<file path="src/core/sfp_pkg.sv">
// Behaviour
// - Pause entered when pause pin low and serial clock low.
// - Pause left when pause pin high coincides with serial clock low.
// - While paused, output released and clock and data ignored, position kept.
// - Deselect during pause resets interface; resume needs pause high, select low.
// - Status write refused when protect pin low and lock bit set.
// - Bit 0 shows an erase or program in progress; read-only, zero at start.
// - Bit 1 shows the write enable latch; read-only, zero at start.
// - Bits 2 to 4 hold protection level, all ones at start.
// - Bit 6 shows auto-increment programming mode; read-only, zero at start.
// - Bit 7 lock, writable, zero at start; when set and protect pin low, level bits frozen.
// - Status write data loads only level bits and lock; bit 5 reads zero.
// - All status bits are volatile and return to defaults on power-up.
// - Program and erase refused while write enable latch is clear.
// - Latch clears on disable, completions, top address and any status write.
// - Instruction starts at select fall; data sampled on rising clock, MSB first.
// - Every opcode, address or data byte is exactly eight clocks.
// - Deselect before a byte's last bit aborts to standby.
// - Protection level selects protected upper region; protected writes rejected.
// - Full erase runs only with all level bits zero.
// - Output bits change on falling serial clock.
package sfp_pkg;

    localparam int unsigned BYTE_BITS = 8;

    localparam logic [7:0] OP_WRITE_ENABLE  = 8'h06;
    localparam logic [7:0] OP_WRITE_DISABLE = 8'h04;
    localparam logic [7:0] OP_STATUS_WRITE  = 8'h01;
    localparam logic [7:0] OP_STATUS_READ   = 8'h05;
    localparam logic [7:0] OP_BYTE_PROGRAM  = 8'h02;
    localparam logic [7:0] OP_AUTO_PROGRAM  = 8'had;
    localparam logic [7:0] OP_SECTOR_ERASE  = 8'h20;
    localparam logic [7:0] OP_BLOCK_ERASE   = 8'hd8;
    localparam logic [7:0] OP_CHIP_ERASE_A  = 8'h60;
    localparam logic [7:0] OP_CHIP_ERASE_B  = 8'hc7;

    // Bytes needed, opcode included, before deselect executes
    localparam logic [2:0] LEN_SHORT   = 3'h1;
    localparam logic [2:0] LEN_STATUS  = 3'h2;
    localparam logic [2:0] LEN_ERASE   = 3'h4;
    localparam logic [2:0] LEN_PROGRAM = 3'h5;
    localparam logic [2:0] LEN_AUTO    = 3'h6;
    localparam logic [2:0] LEN_MAX     = 3'h7;
    localparam logic [2:0] IDX_ADDR_LAST = 3'h3;
    localparam logic [2:0] IDX_DATA      = 3'h4;

    localparam int unsigned ST_BUSY_BIT  = 0;
    localparam int unsigned ST_WEL_BIT   = 1;
    localparam int unsigned ST_LEVEL_LSB = 2;
    localparam int unsigned ST_LEVEL_MSB = 4;
    localparam int unsigned ST_RSVD_BIT  = 5;
    localparam int unsigned ST_AUTO_BIT  = 6;
    localparam int unsigned ST_LOCK_BIT  = 7;

    localparam logic       RST_WEL   = 1'b0;
    localparam logic [2:0] RST_LEVEL = 3'h7;
    localparam logic       RST_LOCK  = 1'b0;

    typedef enum logic [2:0] {
        REQ_BYTE_PROGRAM = 3'b000,
        REQ_AUTO_PROGRAM = 3'b001,
        REQ_SECTOR_ERASE = 3'b010,
        REQ_BLOCK_ERASE  = 3'b011,
        REQ_CHIP_ERASE   = 3'b100
    } sfp_req_t;

    typedef enum logic {
        BUS_STANDBY  = 1'b0,
        BUS_SELECTED = 1'b1
    } sfp_bus_t;

endpackage

</file>
<file path="src/core/sfp_sync.sv">
`timescale 1ns/1ns
`default_nettype none
module sfp_sync #(
    parameter int WIDTH = 5
) (
    // Clock and reset
    input  wire logic             core_clk,
    input  wire logic             sys_rst,
    // Data
    input  wire logic [WIDTH-1:0] asyncIn,
    output logic      [WIDTH-1:0] syncOut
);

    logic [WIDTH-1:0] stage1;

    always_ff @(posedge core_clk or posedge sys_rst) begin
        if (sys_rst) begin
            stage1  <= '1;
            syncOut <= '1;
        end else begin
            stage1  <= asyncIn;
            syncOut <= stage1;
        end
    end

endmodule
`default_nettype wire

</file>
<file path="src/core/sfp_front_end.sv">
`timescale 1ns/1ns
`default_nettype none
module sfp_front_end (
    // Clock and reset
    input  wire logic        core_clk,
    input  wire logic        sys_rst,
    // Serial pins
    input  wire logic        sckPin,
    input  wire logic        csNPin,
    input  wire logic        siPin,
    input  wire logic        holdNPin,
    input  wire logic        wpNPin,
    output logic             soOut,
    output logic             soOe,
    // Engine status
    input  wire logic        engineBusy,
    input  wire logic        engineDone,
    input  wire logic        autoMode,
    input  wire logic        autoTopReached,
    // Engine requests
    output logic             reqValid,
    output sfp_pkg::sfp_req_t reqKind,
    output logic      [23:0] reqAddr,
    output logic      [7:0]  reqData,
    // Observation
    output logic             holdActive,
    output logic      [7:0]  statusView
);

    logic [4:0] syncBus;
    logic       sckS;
    logic       csS;
    logic       siS;
    logic       holdS;
    logic       wpS;

    sfp_sync #(
        .WIDTH (5)
    ) u_sync (
        .core_clk (core_clk),
        .sys_rst  (sys_rst),
        .asyncIn  ({sckPin, csNPin, siPin, holdNPin, wpNPin}),
        .syncOut  (syncBus)
    );

    assign {sckS, csS, siS, holdS, wpS} = syncBus;

    function automatic logic inProtected(input logic [2:0] level, input logic [23:0] addr);
        logic hit;
        hit = 1'b0;
        unique case (level)
            3'h0:    hit = 1'b0;
            3'h1:    hit = (addr[18:16] == 3'h7);
            3'h2:    hit = (addr[18:17] == 2'h3);
            3'h3:    hit = addr[18];
            default: hit = 1'b1;
        endcase
        return hit;
    endfunction

    // Status byte value held in reset
    localparam logic [7:0] RST_VIEW = {sfp_pkg::RST_LOCK, 1'b0, 1'b0, sfp_pkg::RST_LEVEL,
                                       sfp_pkg::RST_WEL, 1'b0};

    // Status byte assembled from its fields
    function automatic logic [7:0] packStatus(input logic       lockBit,
                                              input logic       autoBit,
                                              input logic [2:0] levelBits,
                                              input logic       welBit,
                                              input logic       busyBit);
        logic [7:0] stByte;
        stByte = 8'h00;
        stByte[sfp_pkg::ST_BUSY_BIT] = busyBit;
        stByte[sfp_pkg::ST_WEL_BIT] = welBit;
        stByte[sfp_pkg::ST_LEVEL_MSB:sfp_pkg::ST_LEVEL_LSB] = levelBits;
        stByte[sfp_pkg::ST_RSVD_BIT] = 1'b0;
        stByte[sfp_pkg::ST_AUTO_BIT] = autoBit;
        stByte[sfp_pkg::ST_LOCK_BIT] = lockBit;
        return stByte;
    endfunction

    sfp_pkg::sfp_bus_t busState;
    sfp_pkg::sfp_bus_t next_busState;
    logic        sckPrev;
    logic        paused;
    logic        next_paused;
    logic [2:0]  bitCnt;
    logic [2:0]  next_bitCnt;
    logic [2:0]  byteIdx;
    logic [2:0]  next_byteIdx;
    logic [6:0]  shiftReg;
    logic [6:0]  next_shiftReg;
    logic [7:0]  opcode;
    logic [7:0]  next_opcode;
    logic [23:0] addrReg;
    logic [23:0] next_addrReg;
    logic [7:0]  dataReg;
    logic [7:0]  next_dataReg;
    logic        write_enable_latch;
    logic        next_wel;
    logic [2:0]  level;
    logic [2:0]  next_level;
    logic        lock;
    logic        next_lock;
    logic        next_soOut;
    logic        next_soOe;
    logic        next_reqValid;
    sfp_pkg::sfp_req_t next_reqKind;
    logic [7:0]  statusByte;
    logic        sckRise;
    logic        sckFall;
    logic [7:0]  inByte;
    logic        reading;
    logic        mayWrite;

    assign statusByte = packStatus(lock, autoMode, level, write_enable_latch, engineBusy);
    assign sckRise    = sckS & ~sckPrev & ~paused;
    assign sckFall    = ~sckS & sckPrev & ~paused;
    assign inByte     = {shiftReg, siS};
    assign reading    = (opcode == sfp_pkg::OP_STATUS_READ) && (byteIdx != 3'h0);
    assign mayWrite   = write_enable_latch && !engineBusy;

    // Pause tracking
    always_comb begin
        next_paused = paused;
        if (paused) begin
            if (holdS && !sckS && !csS) begin
                next_paused = 1'b0;
            end
        end else if (!holdS && !sckS && !csS && busState == sfp_pkg::BUS_SELECTED) begin
            next_paused = 1'b1;
        end
    end

    // Framing, execution and status
    always_comb begin
        next_busState = busState;
        next_bitCnt   = bitCnt;
        next_byteIdx  = byteIdx;
        next_shiftReg = shiftReg;
        next_opcode   = opcode;
        next_addrReg  = addrReg;
        next_dataReg  = dataReg;
        next_wel      = write_enable_latch;
        next_level    = level;
        next_lock     = lock;
        next_soOut    = soOut;
        next_reqValid = 1'b0;
        next_reqKind  = reqKind;
        if (engineDone || autoTopReached) begin
            next_wel = 1'b0;
        end
        unique case (busState)
            sfp_pkg::BUS_STANDBY: begin
                if (!csS) begin
                    next_busState = sfp_pkg::BUS_SELECTED;
                    next_bitCnt   = 3'h0;
                    next_byteIdx  = 3'h0;
                    next_opcode   = 8'h00;
                end
            end
            sfp_pkg::BUS_SELECTED: begin
                if (csS) begin
                    next_busState = sfp_pkg::BUS_STANDBY;
                    next_bitCnt   = 3'h0;
                    next_byteIdx  = 3'h0;
                    // Partial byte or deselect while paused: drop it
                    if (bitCnt == 3'h0 && !paused) begin
                        unique case (opcode)
                            sfp_pkg::OP_WRITE_ENABLE: begin
                                if (!engineBusy && byteIdx >= sfp_pkg::LEN_SHORT) begin
                                    next_wel = 1'b1;
                                end
                            end
                            sfp_pkg::OP_WRITE_DISABLE: begin
                                if (!engineBusy && byteIdx >= sfp_pkg::LEN_SHORT) begin
                                    next_wel = 1'b0;
                                end
                            end
                            sfp_pkg::OP_STATUS_WRITE: begin
                                if (!engineBusy && byteIdx >= sfp_pkg::LEN_STATUS) begin
                                    next_wel = 1'b0;
                                    if (wpS || !lock) begin
                                        next_level = dataReg[sfp_pkg::ST_LEVEL_MSB:
                                                             sfp_pkg::ST_LEVEL_LSB];
                                        next_lock  = dataReg[sfp_pkg::ST_LOCK_BIT];
                                    end
                                end
                            end
                            sfp_pkg::OP_BYTE_PROGRAM: begin
                                if (mayWrite && byteIdx >= sfp_pkg::LEN_PROGRAM
                                    && !inProtected(level, addrReg)) begin
                                    next_reqValid = 1'b1;
                                    next_reqKind  = sfp_pkg::REQ_BYTE_PROGRAM;
                                end
                            end
                            sfp_pkg::OP_AUTO_PROGRAM: begin
                                if (mayWrite && byteIdx >= sfp_pkg::LEN_AUTO
                                    && !inProtected(level, addrReg)) begin
                                    next_reqValid = 1'b1;
                                    next_reqKind  = sfp_pkg::REQ_AUTO_PROGRAM;
                                end
                            end
                            sfp_pkg::OP_SECTOR_ERASE: begin
                                if (mayWrite && byteIdx >= sfp_pkg::LEN_ERASE
                                    && !inProtected(level, addrReg)) begin
                                    next_reqValid = 1'b1;
                                    next_reqKind  = sfp_pkg::REQ_SECTOR_ERASE;
                                end
                            end
                            sfp_pkg::OP_BLOCK_ERASE: begin
                                if (mayWrite && byteIdx >= sfp_pkg::LEN_ERASE
                                    && !inProtected(level, addrReg)) begin
                                    next_reqValid = 1'b1;
                                    next_reqKind  = sfp_pkg::REQ_BLOCK_ERASE;
                                end
                            end
                            sfp_pkg::OP_CHIP_ERASE_A, sfp_pkg::OP_CHIP_ERASE_B: begin
                                if (mayWrite && byteIdx >= sfp_pkg::LEN_SHORT
                                    && level == 3'h0) begin
                                    next_reqValid = 1'b1;
                                    next_reqKind  = sfp_pkg::REQ_CHIP_ERASE;
                                end
                            end
                            default: begin
                            end
                        endcase
                    end
                end else begin
                    if (sckRise) begin
                        next_shiftReg = inByte[6:0];
                        next_bitCnt   = bitCnt + 3'h1;
                        if (bitCnt == 3'(sfp_pkg::BYTE_BITS - 1)) begin
                            if (byteIdx == 3'h0) begin
                                next_opcode = inByte;
                            end else if (byteIdx <= sfp_pkg::IDX_ADDR_LAST) begin
                                next_addrReg = {addrReg[15:0], inByte};
                            end
                            if ((byteIdx == 3'h1 && opcode == sfp_pkg::OP_STATUS_WRITE)
                                || byteIdx == sfp_pkg::IDX_DATA) begin
                                next_dataReg = inByte;
                            end
                            if (byteIdx != sfp_pkg::LEN_MAX) begin
                                next_byteIdx = byteIdx + 3'h1;
                            end
                        end
                    end
                    if (sckFall && reading) begin
                        next_soOut = statusByte[~bitCnt];
                    end
                end
            end
        endcase
        next_soOe = (next_busState == sfp_pkg::BUS_SELECTED) && !csS
                    && !next_paused && reading;
    end

    always_ff @(posedge core_clk or posedge sys_rst) begin
        if (sys_rst) begin
            busState   <= sfp_pkg::BUS_STANDBY;
            sckPrev    <= 1'b1;
            paused     <= 1'b0;
            bitCnt     <= 3'h0;
            byteIdx    <= 3'h0;
            shiftReg   <= 7'h00;
            opcode     <= 8'h00;
            addrReg    <= 24'h000000;
            dataReg    <= 8'h00;
            write_enable_latch        <= sfp_pkg::RST_WEL;
            level      <= sfp_pkg::RST_LEVEL;
            lock       <= sfp_pkg::RST_LOCK;
            soOut      <= 1'b0;
            soOe       <= 1'b0;
            reqValid   <= 1'b0;
            reqKind    <= sfp_pkg::REQ_BYTE_PROGRAM;
            reqAddr    <= 24'h000000;
            reqData    <= 8'h00;
            holdActive <= 1'b0;
            statusView <= RST_VIEW;
        end else begin
            busState   <= next_busState;
            sckPrev    <= sckS;
            paused     <= next_paused;
            bitCnt     <= next_bitCnt;
            byteIdx    <= next_byteIdx;
            shiftReg   <= next_shiftReg;
            opcode     <= next_opcode;
            addrReg    <= next_addrReg;
            dataReg    <= next_dataReg;
            write_enable_latch        <= next_wel;
            level      <= next_level;
            lock       <= next_lock;
            soOut      <= next_soOut;
            soOe       <= next_soOe;
            reqValid   <= next_reqValid;
            reqKind    <= next_reqKind;
            reqAddr    <= next_reqValid ? addrReg : reqAddr;
            reqData    <= next_reqValid ? dataReg : reqData;
            holdActive <= next_paused;
            statusView <= packStatus(next_lock, autoMode, next_level, next_wel, engineBusy);
        end
    end

endmodule
`default_nettype wire

</file>
<file path="config.mk">
export PLATFORM = sky130hd
export DESIGN_NAME = sfp_front_end
export DESIGN_NICKNAME = d
export VERILOG_FILES = /design/src/core/sfp_pkg.sv /design/src/core/sfp_sync.sv /design/src/core/sfp_front_end.sv
export SDC_FILE = /design/constraint.sdc
export NUM_CORES = 1
export LEC_CHECK = 0
export ABC_AREA = 1
export BUFFER_PORTS_ARGS = -buffer_cell sky130_fd_sc_hd__buf_2
export CAP_MARGIN = 20
export CORE_MARGIN = 8
export CORE_UTILIZATION = 39
export DETAILED_ROUTE_END_ITERATION = 10
export HOLD_SLACK_MARGIN = 0.12
export PLACE_DENSITY_LB_ADDON = 0.2
export SYNTH_ARGS = -nofsm -noshare
export SYNTH_HDL_FRONTEND = slang
export SYNTH_SLANG_ARGS = --single-unit
</file>
<file path="constraint.sdc">
create_clock -name core_clk -period 4.7 [get_ports core_clk]
set_input_delay 1.41 -clock core_clk [delete_from_list [all_inputs] [get_ports core_clk]]
set_output_delay 1.41 -clock core_clk [all_outputs]
set_load 0.02 [all_outputs]
</file>
After elaboration in Yosys (flattened, before gate mapping)
Index checks and enable logic that the tools add are counted.
{"block": "word_totals", "regBits": 116, "in_bits": 11}
{"block": "classes", "n_addsub": 2, "n_lt_le_gt_ge": 7, "n_eq_ne": 32, "mux": 73, "n_bitwise": 11, "n_reduce_logical": 52}
{"cell": "3-bit 2-to-1 mux", "n": 18}
{"cell": "1-bit 2-to-1 mux", "n": 42}
{"cell": "8-bit 2-to-1 mux", "n": 5}
{"cell": "8-bit by 3-bit equality test with 1-bit output, second input constant", "n": 3}
{"cell": "8-bit equality test, second input constant", "n": 3}
{"cell": "1-bit logical AND", "n": 24}
{"cell": "8-bit one-hot mux with 2 select lines", "n": 1}
{"cell": "3-bit one-hot mux with 5 select lines", "n": 1}
{"cell": "2-bit inequality test, second input constant", "n": 7}
{"cell": "3-bit one-hot mux with 2 select lines", "n": 2}
{"cell": "1-bit zero test", "n": 11}
{"cell": "5-bit AND reduction", "n": 2}
{"cell": "3-bit equality test, second input constant", "n": 3}
{"cell": "3-bit >= comparator, second input constant", "n": 3}
{"cell": "3-bit zero test", "n": 3}
{"cell": "3-bit by 1-bit inequality test with 1-bit output, second input constant", "n": 3}
{"cell": "9-bit AND reduction", "n": 1}
{"cell": "8-bit by 1-bit equality test with 1-bit output, second input constant", "n": 1}
{"cell": "8-bit by 2-bit equality test with 1-bit output, second input constant", "n": 1}
{"cell": "8-bit by 6-bit equality test with 1-bit output, second input constant", "n": 1}
{"cell": "8-bit by 7-bit equality test with 1-bit output, second input constant", "n": 1}
{"cell": "3-bit by 1-bit adder with 3-bit output, second input constant", "n": 2}
{"cell": "3-bit by 1-bit equality test with 1-bit output, second input constant", "n": 2}
{"cell": "3-bit by 2-bit equality test with 1-bit output, second input constant", "n": 2}
{"cell": "22 further kinds", "n": 35}

Logic depth before layout (Yosys ltp)
{"block": "logic_depth", "word_depth": 13, "depth_mapped": 14, "mapped_depth_nobuf": 13}

By module
From an unflattened synthesis, not the netlist that was laid out.
{"block": "hier_totals", "hier_cells": 562, "area_unflattened_um2": 4941.0}
{"mod": "sfp_front_end", "n_inst": 1, "cells_per_inst": 551, "area_per_inst_um2": 4674.5, "seq_area_each_um2": 2532.4}
{"mod": "sfp_sync", "n_inst": 1, "cells_per_inst": 11, "area_per_inst_um2": 266.5, "seq_area_each_um2": 262.8}

Worst setup path before layout
No wires, ideal clock.
{"block": "synth_path", "kind": "input-to-reg", "from": "input port engineBusy", "to": "register reqAddr[0]", "setup_time_ns": 0.117, "t_arrival_ns": 2.341, "setup_slack_ns": 2.242, "cell_stages": 11, "path_buffers": 1, "cell_sequence": "inv_1 > nand2_1 > nor2_1 > nand2_1 > nor2_2 > nand3_1 > nand3_4 > nand2_4 > buf_6 > nand2_1 > nand2_1"}
{"block": "synth_via", "elab_chain_cells": 9, "word_cells_on_any_way": 20, "cone_classes": "mux (9); reduce/logical (11)"}
{"element": "start, declared", "line_no": "sfp_front_end.sv:16", "text": "input wire logic engineBusy,"}
{"element": "1-bit zero test (*)", "line_no": "sfp_front_end.sv:121", "text": "assign mayWrite = write_enable_latch && !engineBusy;"}
{"element": "1-bit logical AND (*)", "line_no": "sfp_front_end.sv:121"}
{"element": "1-bit logical AND, on equally long branches (2 in a row)"}
{"element": "1-bit 2-to-1 mux, on equally long branches"}
{"element": "1-bit one-hot mux with 5 select lines (*)", "line_no": "sfp_front_end.sv:169", "text": "unique case (opcode)"}
{"element": "1-bit 2-to-1 mux (*)", "line_no": "sfp_front_end.sv:168", "text": "if (bitCnt == 3'h0 && !paused) begin"}
{"element": "1-bit 2-to-1 mux (*)", "line_no": "sfp_front_end.sv:163", "text": "if (csS) begin"}
{"element": "1-bit 2-to-1 mux (*)", "line_no": "sfp_front_end.sv:153", "text": "unique case (busState)"}
{"element": "end signal, assigned", "line_no": "sfp_front_end.sv:297", "text": "reqAddr <= next_reqValid ? addrReg : reqAddr;"}
{"element": "end, declared", "line_no": "sfp_front_end.sv:23", "text": "output logic [23:0] reqAddr,"}
Every way passes the cells marked *; elsewhere a longest branch is shown, timed or not.
A chain may end at the register's enable or synchronous reset.

Final worst setup path
{"block": "layout_path", "from": "input port engineBusy", "to": "register reqAddr[6]"}
Same word-level chain as after synthesis.

==> results.yml <==
timing:
  hold_viol_final: 0
  worstMarginPinSlew_ns: 0.849
  final.setup.tns_ns: 0
  fin_worst_skew_ns: 0.0125
  worst_slew_margin_rel: 0.433
  slew_viol_final: 0
  rsz0062_at_grt: "no"
  fmax_mhz: 366
  setup-violations-final: 0
  layout_min_cycle_time_ns: 2.73
  fin_crit_sh: 0.581
power:
  ir_worst_vdd_v: 0.000161
  p_per_area_nw_per_um2: 331
  p_leak_nw: 2.94
global_route:
  grt_max_degree: 83
  first_global_vias: 3839
  track_usage: 0.142
  antenna_found_initial: 0
  grt_pass1_wl_um: 18700
  grt-ovfl-total: 0
logic_synthesis:
  synth_seq_area_share: 0.564
  synth_seq_cells: 111
  syn_area_sq_um: 4950
  syn_nets: 585
  yosysTopAreaCell: "dfrtp_1"
  syn_avg_cell_area_sq_um: 8.77
  syn_inst: 565
  synth_area_leaders: "dfrtp_1, nand2_1, dfstp_2"
  ys_warn_count: 0
  netlist.area_leader.share: 0.490
  yosys.cell_types.count: 32
worst_hold_path:
  hold_class: "reg -> reg"
  min_from: "u_sync.stage1[3]"
  hold-path-endpoint: "u_sync.syncOut[3]"
  min_delay_path_depth: 0
worst_setup_path:
  reg2reg_from: "bitCnt[0]"
  reg2reg_to: "reqAddr[6]"
  required_ns: 4.94
  cp-start-kind: "input port"
  worstPathMaxFanout: 33
  endpoint_kind: "register"
  crit_arrival_ns: 2.98
  worstSetupPathType: "in -> reg"
  rrSetupSlack_ns: 2.30
  rr_worst_depth: 7
floorplan:
  core.rowCount: 41
  die_h_um: 129
  core_sq_um: 12500
  die_area_sq_um: 16600
  initial_utilization: 0.396
  io_pins: 58
  fp.dieW_um: 129
clock_tree:
  clk_latency_ns: 0.36
  cts.sink_count: 111
  cts_setup_buffers: 0
  cts_tree: "yes"
  htree_levels: 3
  postCtsHoldBufs: 0
  clock-root-buffer: "clkbuf_16"
  clock_path_buffers: 2
  cts-resized-gates: 0
  clk_pin_slew_worst_paths_ns: 0.07
  cts_buffers: 9
run:
  cap_viol_max_count: 0
cells_and_area:
  area_growth_pct: 13.5
  nNetsFinal: 635
  post-route-util: 0.449
  drive_gt1_frac: 0.174
  antennaDiodeCount: 0
  fill_cells: 1284
drt:
  wl_per_cell_um: 13.7
  firstDrtPassIters: 4
  vias: 3834
  drt_iter0_drc: 250
  drc_errors: 0
  via_per_inst: 4.85
  drt_wl_total_um: 10900
  final_antenna_net_count: 0
placement:
  hpwl_um: 7800
  io_buffers: 56
  place_congestion: 0.829
outcome:
  outcome: "finished, final reports clean"
## metrics by stage
stage	setup WS [ns]	cell area [sq um]	instances	hold WS, ns	power [mW]
global route	1.70	5620	791	0.360	1.95
detailed placement	1.58	5320	775	0.347	1.16
global placement	1.63	5320	775	0.345	1.15
floorplan	0.383	4950	565	0.345	1.12
CTS	1.94	5590	790	0.357	1.89
finish	1.97	5620	791	0.357	1.86
## worst max-delay path by stage
stage / cells after the start / endpoint / from / slack (ns)
CTS: 11 / reqData[7] / engineBusy / 1.94
detailed placement: 11 / reqData[7] / engineBusy / 1.58
global route: 11 / reqAddr[10] / engineBusy / 1.70
global placement: 11 / reqData[3] / engineBusy / 1.63
finish: 11 / reqAddr[6] / engineBusy / 1.97
floorplan: 1 / addrReg[0] / sys_rst / 0.38
## worst max-delay path, cell delays in order
cell and delay [ns]:
buf_2 0.13, inv_1 0.08, nand2_1 0.06, nor2_1 0.11, nand2_1 0.07, nor2_2 0.14
nand3_1 0.13, nand3_4 0.33, nand2_4 0.28, nand2_1 0.16, nand2_1 0.06
## state kept, by name, summed over array words and instances, names as in the netlist
register / count
addrReg: 24
reqAddr: 24
dataReg: 8
opcode: 8
reqData: 8
shiftReg: 7
statusView: 5
u_sync.stage1: 5
u_sync.syncOut: 5
bitCnt: 3
byteIdx: 3
reqKind: 3
level: 2
busState: 1
paused: 1
reqValid: 1
sckPrev: 1
soOe: 1
soOut: 1
## area by class of cell
cell class / instances / area, sq um / area share
Sequential cell: 111 / 2800 / 0.497
Multi-Input combinational cell: 374 / 1780 / 0.317
Timing Repair Buffer: 60 / 330 / 0.0588
Clock buffer: 12 / 246 / 0.0438
Inverter: 59 / 224 / 0.0398
Tap cell: 172 / 215 / 0.0383
Clock inverter: 3 / 28.8 / 0.00512
## where the power goes
group	switching [mW]	leakage (nW)	internal (mW)
sequential	0.0235	1.48	0.984
clock	0.344	0.135	0.378
combinational	0.0959	1.32	0.0367
total	0.463	2.94	1.40
## cell families after synthesis
group                    Yosys count  share of synthesized area
AO/OA/AOI/OAI                     71                     0.0750
adder cells (fa/ha/maj)            9                     0.0227
buffers and inverters             80                     0.0760
flip-flops                       111                      0.564
multiplexers                       4                    0.00909
other                              1                   0.000757
AND/OR/NAND/NOR                  289                      0.252
## synthesized netlist by cell type
master,instances
o21ai_1,9
nor2_2,2
buf_4,7
o21ai_0,42
nand3_1,62
nor2_1,42
inv_1,53
nor3_4,1
o211ai_2,1
clkbuf_1,4
nand3_2,1
nor3_2,1
dfrtp_1,97
a21oi_1,16
nor2_4,2
buf_2,4
inv_2,5
nor3b_1,1
nand4_1,2
nand2_4,1
a21oi_2,1
clkinv_1,1
o31ai_1,2
buf_6,6
nor3_1,3
conb_1,1
mux2_2,4
dfstp_2,14
nand2_1,168
ha_1,9
nand3b_1,2
nand3_4,1
## layer usage
metal / up-vias / share of wire / track usage
met5: - / 0 / 0
met1: 1851 / 0.46 / 0.182
met3: 11 / 0.050 / 0.0368
met4: 0 / 0.014 / 0.0574
met2: 79 / 0.47 / 0.226
li1: 1893 / - / -
## placed cells by master (no fill, tap or decap), types with 2 or more instances in the layout
cell type and count:
a21oi_1 16, nor2_1 42, clkbuf_1 2, o21ai_1 9, nand3b_1 2, o21ai_0 42, nor2_2 2, nand4_1 2
nor2_4 2, buf_4 3, nand3_1 62, clkinv_4 2, mux2_2 4, ha_1 9, inv_1 52, o31ai_1 2
dfstp_2 14, buf_2 56, clkbuf_16 9, nor3_1 3, inv_2 5, dfrtp_1 97, nand2_1 168
(Power assumes the default switching activity.)
